[src/core/accel_cfg_pkg.sv]
// Shared constants for the acceleration configuration register bank.
package accel_cfg_pkg;

  // ----------------------------------------------------------------
  // Register addresses
  // ----------------------------------------------------------------
  localparam logic [7:0] ADDR_FACTORY_CFG  = 8'h30;
  localparam logic [7:0] ADDR_SELFTEST_REF = 8'h31;
  localparam logic [7:0] ADDR_USER_CFG     = 8'h32;
  localparam logic [7:0] ADDR_RESULT_LOW   = 8'h33;
  localparam logic [7:0] ADDR_RESULT_HIGH  = 8'h34;

  // ----------------------------------------------------------------
  // Field positions
  // ----------------------------------------------------------------
  localparam int FCT_ZERO_BIT      = 7;
  localparam int FCT_PCM_BIT       = 6;
  localparam int FCT_AXIS_BIT      = 5;
  localparam int FCT_RANGE_MSB     = 4;
  localparam int FCT_RANGE_LSB     = 0;
  localparam int USER_LPF_MSB      = 7;
  localparam int USER_LPF_LSB      = 4;
  localparam int USER_UNSIGNED_BIT = 3;
  localparam int USER_OC_MSB       = 2;
  localparam int USER_OC_LSB       = 0;

  // ----------------------------------------------------------------
  // Reset values and fixed answers
  // ----------------------------------------------------------------
  localparam logic [7:0]  FACTORY_CFG_RESET  = 8'h00;
  localparam logic [7:0]  SELFTEST_REF_RESET = 8'h00;
  localparam logic [7:0]  USER_CFG_RESET     = 8'h00;
  localparam logic [15:0] RESULT_RESET       = 16'h0000;
  localparam logic [7:0]  UNMAPPED_DATA      = 8'h00;
  localparam logic [15:0] SIGN_FLIP          = 16'h8000;

  // ----------------------------------------------------------------
  // Full-scale range codes
  // ----------------------------------------------------------------
  localparam logic [4:0] RANGE_25G  = 5'h06;
  localparam logic [4:0] RANGE_125G = 5'h14;
  localparam logic [4:0] RANGE_187G = 5'h16;
  localparam logic [4:0] RANGE_250G = 5'h19;
  localparam logic [4:0] RANGE_375G = 5'h1C;

  // ----------------------------------------------------------------
  // Low-pass and offset-cancellation codes
  // ----------------------------------------------------------------
  localparam logic [3:0] LPF_180_P2  = 4'h0;
  localparam logic [3:0] LPF_325_P3  = 4'h6;
  localparam logic [3:0] LPF_400_P3  = 4'h8;
  localparam logic [3:0] LPF_400_P4  = 4'h9;
  localparam logic [3:0] LPF_800_P4  = 4'hB;
  localparam logic [3:0] LPF_1200_P4 = 4'hE;
  localparam logic [2:0] OC_HPF_RATE   = 3'h0;
  localparam logic [2:0] OC_HPF_NORATE = 3'h1;
  localparam logic [2:0] OC_NONE_A     = 3'h6;
  localparam logic [2:0] OC_NONE_B     = 3'h7;

endpackage

[src/core/accel_sample_format.sv]
// Signed or unsigned encoding of one acceleration sample.
`timescale 1ns/1ps
module accel_sample_format #(
  parameter int WIDTH = 16
) (
  // Sample in
  input  wire logic [WIDTH-1:0] raw_in,
  input  wire logic             unsigned_sel_in,
  // Encoded sample out
  output logic      [WIDTH-1:0] coded_out
);

  // Offset binary is two's complement with the sign bit flipped.
  always_comb begin
    if (unsigned_sel_in) begin
      coded_out = raw_in ^ accel_cfg_pkg::SIGN_FLIP[WIDTH-1:0];
    end else begin
      coded_out = raw_in;
    end
  end

endmodule

[src/core/accel_pcm_out.sv]
// First-order pulse-code modulator for the acceleration output pin.
`timescale 1ns/1ps
module accel_pcm_out #(
  parameter int WIDTH = 16
) (
  // Clock and reset
  input  wire logic             ref_clk_in,
  input  wire logic             rst_in,
  // Control and level
  input  wire logic             enable_in,
  input  wire logic [WIDTH-1:0] level_in,
  // Pin
  output logic                  pcm_out
);

  logic [WIDTH:0] acc_q;

  // Pulse density follows the unsigned level; disabled means a hard low.
  always_ff @(posedge ref_clk_in or posedge rst_in) begin
    if (rst_in) begin
      acc_q   <= '0;
      pcm_out <= 1'b0;
    end else if (!enable_in) begin
      acc_q   <= '0;
      pcm_out <= 1'b0;
    end else begin
      acc_q   <= {1'b0, acc_q[WIDTH-1:0]} + {1'b0, level_in};
      pcm_out <= acc_q[WIDTH];
    end
  end

endmodule

[src/core/accel_config_register_bank.sv]
// Acceleration configuration and result register bank with command port.
//
// Contract
// Factory output-enable one drives modulated pin; zero holds the pin low.
// Read-only factory axis bit: zero means X axis, one means Z axis.
// Five-bit range code: 06h 25g, 14h 125g, 16h 187g, 19h 250g, 1Ch 375g.
// Factory register is OTP-backed, user read-only, bit 7 zero, defaults zero.
// Self-test reference byte; active self-test compares readings against it.
// Low-pass codes 0,6,8,9,B,E select filters; all other codes reserved.
// Format bit one gives unsigned results, zero gives signed results.
// Offset mode 0 HPF with rate limit, 1 without, 6/7 none, rest reserved.
// User configuration at 32h is read/write and defaults to zero.
// Result low byte 33h, high byte 34h; low read returns both bytes.
// Reading one result byte never latches the other one.
// Master should take full samples from the low-byte read response.
// Writes to read-only registers change nothing but still answer contents.
// Once periodic collection is enabled, register writes are ignored.
// Configuration changes apply to samples produced after the write; the pin level decodes the held sample with a new format bit at once.
`timescale 1ns/1ps
module accel_config_register_bank #(
  parameter int DATA_W       = 16,
  parameter int ST_TOLERANCE = 16
) (
  // Clock and reset
  input  wire logic              ref_clk_in,
  input  wire logic              rst_in,
  // Register command port
  input  wire logic              cmd_valid_in,
  input  wire logic              cmd_write_in,
  input  wire logic [7:0]        cmd_addr_in,
  input  wire logic [7:0]        cmd_wdata_in,
  output logic                   rsp_valid_out,
  output logic      [15:0]       rsp_data_out,
  // Factory OTP mirror load
  input  wire logic              otp_load_in,
  input  wire logic [7:0]        otp_factory_cfg_in,
  input  wire logic [7:0]        otp_selftest_ref_in,
  // Mode inputs
  input  wire logic              periodic_collect_enable_in,
  input  wire logic              selftest_active_in,
  // Sample path
  input  wire logic              sample_valid_in,
  input  wire logic [DATA_W-1:0] sample_raw_in,
  // Configuration to the filter datapath
  output logic      [3:0]        lowpass_select_out,
  output logic                   lowpass_reserved_out,
  output logic                   unsigned_format_sel_out,
  output logic      [2:0]        offset_cancel_mode_out,
  output logic                   highpass_enable_out,
  output logic                   rate_limit_enable_out,
  output logic                   offset_reserved_out,
  // Factory information and user configuration
  output logic      [4:0]        full_scale_code_out,
  output logic                   range_code_valid_out,
  output logic                   axis_is_z_out,
  output logic      [7:0]        factory_cfg_out,
  output logic      [7:0]        selftest_ref_value_out,
  output logic      [7:0]        user_cfg_out,
  // Self-test result
  output logic                   selftest_done_out,
  output logic                   selftest_pass_out,
  // Pulse-code pin
  output logic                   pcm_out
);

  // ----------------------------------------------------------------
  // Storage
  // ----------------------------------------------------------------
  logic [7:0]        factory_accel_config_q;
  logic [7:0]        selftest_deflection_ref_q;
  logic [7:0]        user_accel_config_q;
  logic [DATA_W-1:0] accel_sample_bits_q;
  logic [DATA_W-1:0] coded_sample;
  logic              user_write;
  logic              pcm_enable;

  // ----------------------------------------------------------------
  // Factory registers
  // ----------------------------------------------------------------
  // Only the OTP mirror load reaches these; command writes never do.
  always_ff @(posedge ref_clk_in or posedge rst_in) begin
    if (rst_in) begin
      factory_accel_config_q <= accel_cfg_pkg::FACTORY_CFG_RESET;
    end else if (otp_load_in) begin
      factory_accel_config_q <= {1'b0, otp_factory_cfg_in[6:0]};
    end
  end

  always_ff @(posedge ref_clk_in or posedge rst_in) begin
    if (rst_in) begin
      selftest_deflection_ref_q <= accel_cfg_pkg::SELFTEST_REF_RESET;
    end else if (otp_load_in) begin
      selftest_deflection_ref_q <= otp_selftest_ref_in;
    end
  end

  // ----------------------------------------------------------------
  // User configuration register
  // ----------------------------------------------------------------
  // Frozen during periodic collection so the running integrity check holds.
  assign user_write = cmd_valid_in && cmd_write_in && !periodic_collect_enable_in
                      && (cmd_addr_in == accel_cfg_pkg::ADDR_USER_CFG);

  always_ff @(posedge ref_clk_in or posedge rst_in) begin
    if (rst_in) begin
      user_accel_config_q <= accel_cfg_pkg::USER_CFG_RESET;
    end else if (user_write) begin
      user_accel_config_q <= cmd_wdata_in;
    end
  end

  // ----------------------------------------------------------------
  // Configuration decode
  // ----------------------------------------------------------------
  assign lowpass_select_out =
    user_accel_config_q[accel_cfg_pkg::USER_LPF_MSB:accel_cfg_pkg::USER_LPF_LSB];
  assign unsigned_format_sel_out = user_accel_config_q[accel_cfg_pkg::USER_UNSIGNED_BIT];
  assign offset_cancel_mode_out =
    user_accel_config_q[accel_cfg_pkg::USER_OC_MSB:accel_cfg_pkg::USER_OC_LSB];

  always_comb begin
    unique case (lowpass_select_out)
      accel_cfg_pkg::LPF_180_P2,
      accel_cfg_pkg::LPF_325_P3,
      accel_cfg_pkg::LPF_400_P3,
      accel_cfg_pkg::LPF_400_P4,
      accel_cfg_pkg::LPF_800_P4,
      accel_cfg_pkg::LPF_1200_P4: lowpass_reserved_out = 1'b0;
      default:                    lowpass_reserved_out = 1'b1;
    endcase
  end

  always_comb begin
    highpass_enable_out   = 1'b0;
    rate_limit_enable_out = 1'b0;
    offset_reserved_out   = 1'b0;
    unique case (offset_cancel_mode_out)
      accel_cfg_pkg::OC_HPF_RATE: begin
        highpass_enable_out   = 1'b1;
        rate_limit_enable_out = 1'b1;
      end
      accel_cfg_pkg::OC_HPF_NORATE: begin
        highpass_enable_out = 1'b1;
      end
      accel_cfg_pkg::OC_NONE_A,
      accel_cfg_pkg::OC_NONE_B: begin
        highpass_enable_out = 1'b0;
      end
      default: begin
        offset_reserved_out = 1'b1;
      end
    endcase
  end

  assign full_scale_code_out =
    factory_accel_config_q[accel_cfg_pkg::FCT_RANGE_MSB:accel_cfg_pkg::FCT_RANGE_LSB];
  assign axis_is_z_out = factory_accel_config_q[accel_cfg_pkg::FCT_AXIS_BIT];
  assign pcm_enable    = factory_accel_config_q[accel_cfg_pkg::FCT_PCM_BIT];

  always_comb begin
    unique case (full_scale_code_out)
      accel_cfg_pkg::RANGE_25G,
      accel_cfg_pkg::RANGE_125G,
      accel_cfg_pkg::RANGE_187G,
      accel_cfg_pkg::RANGE_250G,
      accel_cfg_pkg::RANGE_375G: range_code_valid_out = 1'b1;
      default:                   range_code_valid_out = 1'b0;
    endcase
  end

  assign factory_cfg_out        = factory_accel_config_q;
  assign selftest_ref_value_out = selftest_deflection_ref_q;
  assign user_cfg_out           = user_accel_config_q;

  // ----------------------------------------------------------------
  // Acceleration result
  // ----------------------------------------------------------------
  // The format bit is sampled at capture, so a new setting only recodes stored samples
  // that arrive after the write has landed; the pin level decodes the held sample with the new bit at once.
  accel_sample_format #(
    .WIDTH           (DATA_W)
  ) u_format (
    .raw_in          (sample_raw_in),
    .unsigned_sel_in (unsigned_format_sel_out),
    .coded_out       (coded_sample)
  );

  // Updates on every sample regardless of reads; no shadow copy is kept.
  always_ff @(posedge ref_clk_in or posedge rst_in) begin
    if (rst_in) begin
      accel_sample_bits_q <= accel_cfg_pkg::RESULT_RESET[DATA_W-1:0];
    end else if (sample_valid_in) begin
      accel_sample_bits_q <= coded_sample;
    end
  end

  // ----------------------------------------------------------------
  // Command response
  // ----------------------------------------------------------------
  // Every command answers one cycle later; writes that do not execute
  // still report current contents, unmapped addresses report zero.
  always_ff @(posedge ref_clk_in or posedge rst_in) begin
    if (rst_in) begin
      rsp_valid_out <= 1'b0;
      rsp_data_out  <= 16'h0000;
    end else begin
      rsp_valid_out <= cmd_valid_in;
      if (cmd_valid_in) begin
        unique case (cmd_addr_in)
          accel_cfg_pkg::ADDR_FACTORY_CFG:  rsp_data_out <= {8'h00, factory_accel_config_q};
          accel_cfg_pkg::ADDR_SELFTEST_REF: rsp_data_out <= {8'h00, selftest_deflection_ref_q};
          accel_cfg_pkg::ADDR_USER_CFG: begin
            if (user_write) begin
              rsp_data_out <= {8'h00, cmd_wdata_in};
            end else begin
              rsp_data_out <= {8'h00, user_accel_config_q};
            end
          end
          accel_cfg_pkg::ADDR_RESULT_LOW:  rsp_data_out <= accel_sample_bits_q;
          accel_cfg_pkg::ADDR_RESULT_HIGH: rsp_data_out <= {8'h00, accel_sample_bits_q[15:8]};
          default: rsp_data_out <= {8'h00, accel_cfg_pkg::UNMAPPED_DATA};
        endcase
      end
    end
  end

  // ----------------------------------------------------------------
  // Self-test comparison
  // ----------------------------------------------------------------
  // Compared on the raw signed reading so the output format cannot skew it.
  logic signed [DATA_W:0] st_diff;
  logic        [DATA_W:0] st_mag;

  always_comb begin
    st_diff = $signed({sample_raw_in[DATA_W-1], sample_raw_in})
              - $signed({{(DATA_W-7){1'b0}}, selftest_deflection_ref_q});
    st_mag  = st_diff[DATA_W] ? (DATA_W+1)'(0) - st_diff : st_diff;
  end

  always_ff @(posedge ref_clk_in or posedge rst_in) begin
    if (rst_in) begin
      selftest_done_out <= 1'b0;
      selftest_pass_out <= 1'b0;
    end else if (selftest_active_in && sample_valid_in) begin
      selftest_done_out <= 1'b1;
      selftest_pass_out <= (st_mag <= (DATA_W+1)'(ST_TOLERANCE));
    end else if (!selftest_active_in) begin
      selftest_done_out <= 1'b0;
    end
  end

  // ----------------------------------------------------------------
  // Pulse-code output
  // ----------------------------------------------------------------
  accel_pcm_out #(
    .WIDTH      (DATA_W)
  ) u_pcm (
    .ref_clk_in (ref_clk_in),
    .rst_in     (rst_in),
    .enable_in  (pcm_enable),
    .level_in   (accel_sample_bits_q ^ (unsigned_format_sel_out ? 16'h0000 :
                                        accel_cfg_pkg::SIGN_FLIP)),
    .pcm_out    (pcm_out)
  );
endmodule

[config.mk]
export PLATFORM = sky130hd
export DESIGN_NAME = accel_config_register_bank
export DESIGN_NICKNAME = d
export VERILOG_FILES = /design/src/core/accel_cfg_pkg.sv /design/src/core/accel_sample_format.sv /design/src/core/accel_pcm_out.sv /design/src/core/accel_config_register_bank.sv
export SDC_FILE = /design/constraint.sdc
export NUM_CORES = 1
export LEC_CHECK = 0
export BUFFER_PORTS_ARGS = -buffer_cell sky130_fd_sc_hd__buf_2
export CELL_PAD_IN_SITES_DETAIL_PLACEMENT = 1
export CELL_PAD_IN_SITES_GLOBAL_PLACEMENT = 1
export CORE_AREA = 2 2 113 115
export DETAILED_ROUTE_END_ITERATION = 6
export DIE_AREA = 0 0 115 117
export PLACE_DENSITY = 0.84
export SLEW_MARGIN = 20
export SYNTH_ARGS = -nofsm -noshare
export SYNTH_HDL_FRONTEND = slang
export SYNTH_SLANG_ARGS = --single-unit
[constraint.sdc]
create_clock -name ref_clk_in -period 3.7 [get_ports ref_clk_in]
set_input_delay 0.555 -clock ref_clk_in [delete_from_list [all_inputs] [get_ports ref_clk_in]]
set_output_delay 0.555 -clock ref_clk_in [all_outputs]
set_load 0.005 [all_outputs]
==> summary.txt <==
Global route
  – First-pass GRT wire length: 24200 um
  – Total global routing overflow: 0
  – Global router's overall resource usage: 23.4%
  – Largest net degree at the start of global routing: 77
  – Initial antenna violation count: 0
  – Vias in the first global route: 4641

Timing
  – Share of the cycle needed by the critical path after routing: 95.9%
  – Number of hold-slack violations in the final timing report: 0
  – Final Max Slew Viols: 0
  – Transition at the pin with the smallest max-transition slack: 0.965 ns
  – Worst Setup Slack, final: 0.153 ns
  – Hold Slack: 0.346 ns
  – Worst clock skew: 0.0164 ns
  – Min Clock Period, post-route: 3.55 ns
  – Achievable Freq: 282 MHz
  – Count of endpoints failing setup in the final report: 0
  – Max-Slew Margin vs Limit: 35.7%

Detailed routing
  – Vias: 4422
  – Drt first-iter violations: 220
  – DR WL/cell: 20.4 um
  – Via-to-Cell Ratio: 5.77
  – Detailed-router iteration count before antenna repair: 5
  – Number of design rule violations left after detail routing: 0
  – Total Routed Length: 15600 um
  – Count of antenna-violating nets left after detailed routing: 0

Power and ir drop
  – Maximum ir drop on the vdd rail: 0.000235 V
  – Power after layout: 3000 uW
  – PwrDens: 503 nW/um^2
  – Static Leakage: 0.00298 uW

Final layout
  – Area taken by flip-flops and latches: 1900 um^2
  – Antenna diode count: 0
  – Layout cell share with drive strength beyond 1: 32.0%
  – FILL cells: 1433
  – Multi-input gate area: 2780 um^2
  – Final non-filler cell area: 5960 um^2
  – Area overhead of the layout relative to synthesis: 20.7%
  – NumNets Final: 693

Synthesis
  – Post-Synthesis Mean Instance Area: 9.86 um^2
  – Most used flip-flop cell after synthesis: dfrtp_1
  – Synth top area cells: dfrtp_1 39%, mux2_2 6.8%, ha_1 6.1%
  – Proportion of synthesized flip-flops having asynchronous set or reset: 100%
  – Seq/Total Area, Yosys: 38.5%
  – Cell count after synthesis: 501
  – Proportion of netlist area held by the largest area contributor: 38.5%
  – Distinct cell type count after synthesis: 73
  – Largest area contributor in the synthesized netlist: dfrtp_1
  – Yosys warnings: 0
  – Synth Cell Area: 4940 um^2
  – Synthesized net count: 583
  – #FFs+latches synth: 76
  – Count of flip-flops with a built-in enable after synthesis: 0

Clock network
  – CTS Root Buffer Type: clkbuf_16
  – Number of hold-repair buffers added at the cts stage: 0
  – Number of sinks handled by clock tree synthesis: 76
  – TritonCTS clock tree: done
  – Maximum root-to-sink buffer count: 2
  – Number of buffers created by CTS: 9
  – Clock Latency Late Sink: 0.35 ns
  – Clock transition at the registers of the reported paths: 0.07 ns
  – Level count of the clock H-tree: 3

Worst setup path
  – Max Fanout on Critical Path: 4
  – Data arrival time of the worst path: 3.83 ns
  – Classification of the worst setup path: flip-flop to flip-flop
  – Startpoint types: flip-flop
  – Critical path required time: 3.98 ns
  – Type of destination of the critical path: flip-flop

Die
  – Effective utilization at floorplan: 40.1%
  – Total Die Area: 13500 um^2
  – Area of the core region: 12300 um^2
  – DIE WIDTH: 115 um
  – Row count: 41
  – Height of the die: 117 um
  – Top-Level Pins: 119

Outcome
  – Run status: finished, final reports clean

Min path
  – Hold Crit Class: input pin to flip-flop

Place
  – Dpl hpwl: 11500 um
  – GP Congestion: 0.912
  – Post-detailed-placement cell area: 5630 um^2
  – Setup slack after placement: -0.0835 ns
  – Port Buffers: 116

Run
  – Total of max-cap violations: 0
==> placed cells by master, fill, tap and decap left out, types with 6 or more instances in the layout <==
cell,Yosys,routed
nor2_1,22,22
a222oi_1,7,7
and2_1,20,20
ha_1,24,23
nand3_1,9,9
a21o_1,9,9
dfrtp_1,76,76
buf_2,2,116
nor2b_1,10,10
nand2_1,45,45
o21ai_0,23,23
o21a_1,6,6
a41o_1,7,7
nor3_1,13,13
mux2_2,30,30
buf_4,16,18
xor2_1,9,9
xnor2_1,15,15
a22o_1,18,18
inv_1,18,17
a21oi_1,17,17
clkbuf_16,0,9
==> Yosys cell counts (all sizes together), types with 9 or more instances <==
master and number:
a21o 9, a21oi 18, a22o 18, and2 21, buf 19, clkbuf 16
dfrtp 76, ha 24, inv 18, mux2 30, nand2 45, nand3 9
nor2 23, nor2b 10, nor3 15, o21ai 26, xnor2 15, xor2 9
==> sequential cells by signal, indices dropped and copies added, names as in the netlist <==
register,count
user_cfg_out,8
rsp_data_out,16
accel_sample_bits_q,16
factory_cfg_out,7
u_pcm.acc_q,17
selftest_ref_value_out,8
selftest_done_out,1
rsp_valid_out,1
selftest_pass_out,1
u_pcm.pcm_out,1
==> power by group <==
part	total (uW)	switching (uW)	internal, uW	leakage (uW)
sequential	1030	93.8	939	0.000973
clock	921	388	533	0.000149
combinational	1040	576	467	0.00186
==> final cells by class <==
| type | count | share of cell area, % |
|---|---|---|
| Timing Repair Buffer | 134 | 12.0 |
| Clock buffer | 9 | 3.78 |
| Inverter | 19 | 1.20 |
| Sequential cell | 76 | 31.9 |
| Tap cell | 150 | 3.15 |
| Clock inverter | 7 | 1.34 |
| Multi-Input combinational cell | 371 | 46.7 |
==> through the flow <==
step / TNS (ns) / std cells / util, %
after floorplan: 0 / 501 / -
after detailed placement: -0.0835 / 748 / 45.8
after global placement: -0.0132 / 748 / 45.8
after global routing: -0.00921 / 766 / 48.4
after CTS: 0 / 764 / 48.2
final: 0 / 766 / 48.4
==> metal layers <==
metal | up-vias | share of wire, % | track usage [%]
met3 | 22 | 6.6 | 4.27
met4 | 0 | 1.7 | 8.03
met2 | 174 | 51 | 42.8
met5 | - | 0 | 0
met1 | 2172 | 41 | 27.8
li1 | 2054 | - | -
==> critical path: stages (launching register included) <==
cell and delay (ns):
dfrtp_1 0.42, ha_2 0.21, fa_1 0.37, nand2b_1 0.19, a211o_1 0.35, a22o_1 0.24, xnor2_1 0.15, or2_0 0.23
or4_1 0.52, o211a_1 0.15, or4_4 0.53, o21ai_2 0.12
==> logic make-up (layout without fill, tap and decap cells) <==
group	after synthesis	count (layout)	synth area share, %
adder cells (fa/ha/maj)	26	26	6.89
flip-flops	76	76	38.5
other	1	1	0.0759
multiplexers	34	34	7.65
buffers and inverters	54	169	5.37
AND/OR/NAND/NOR	161	161	18.1
XOR/XNOR	24	24	4.26
AO/OA/AOI/OAI	125	125	19.1
==> worst paths after layout <==
kind                                            from                      end  slack (ns)  cells after the start
max                        selftest_ref_value_out[0]        selftest_pass_out        0.15                     11
min                                     cmd_valid_in            rsp_valid_out        0.35                      1
max reg2reg                selftest_ref_value_out[0]        selftest_pass_out        0.15                     11
min reg2reg                          u_pcm.acc_q[16]            u_pcm.pcm_out        0.46                      1
max in group asynchronous                     rst_in  accel_sample_bits_q[10]        2.56                      3
min in group asynchronous                     rst_in          user_cfg_out[6]        0.49                      3
==> what timing repair did <==
item,4_1_cts,5_1_grt
endpoints found under the setup margin,0,1
endpoints found under the hold margin,0,0
resized for setup,0,2
setup buffers,0,2
Power figures use the tool's default switching activity.
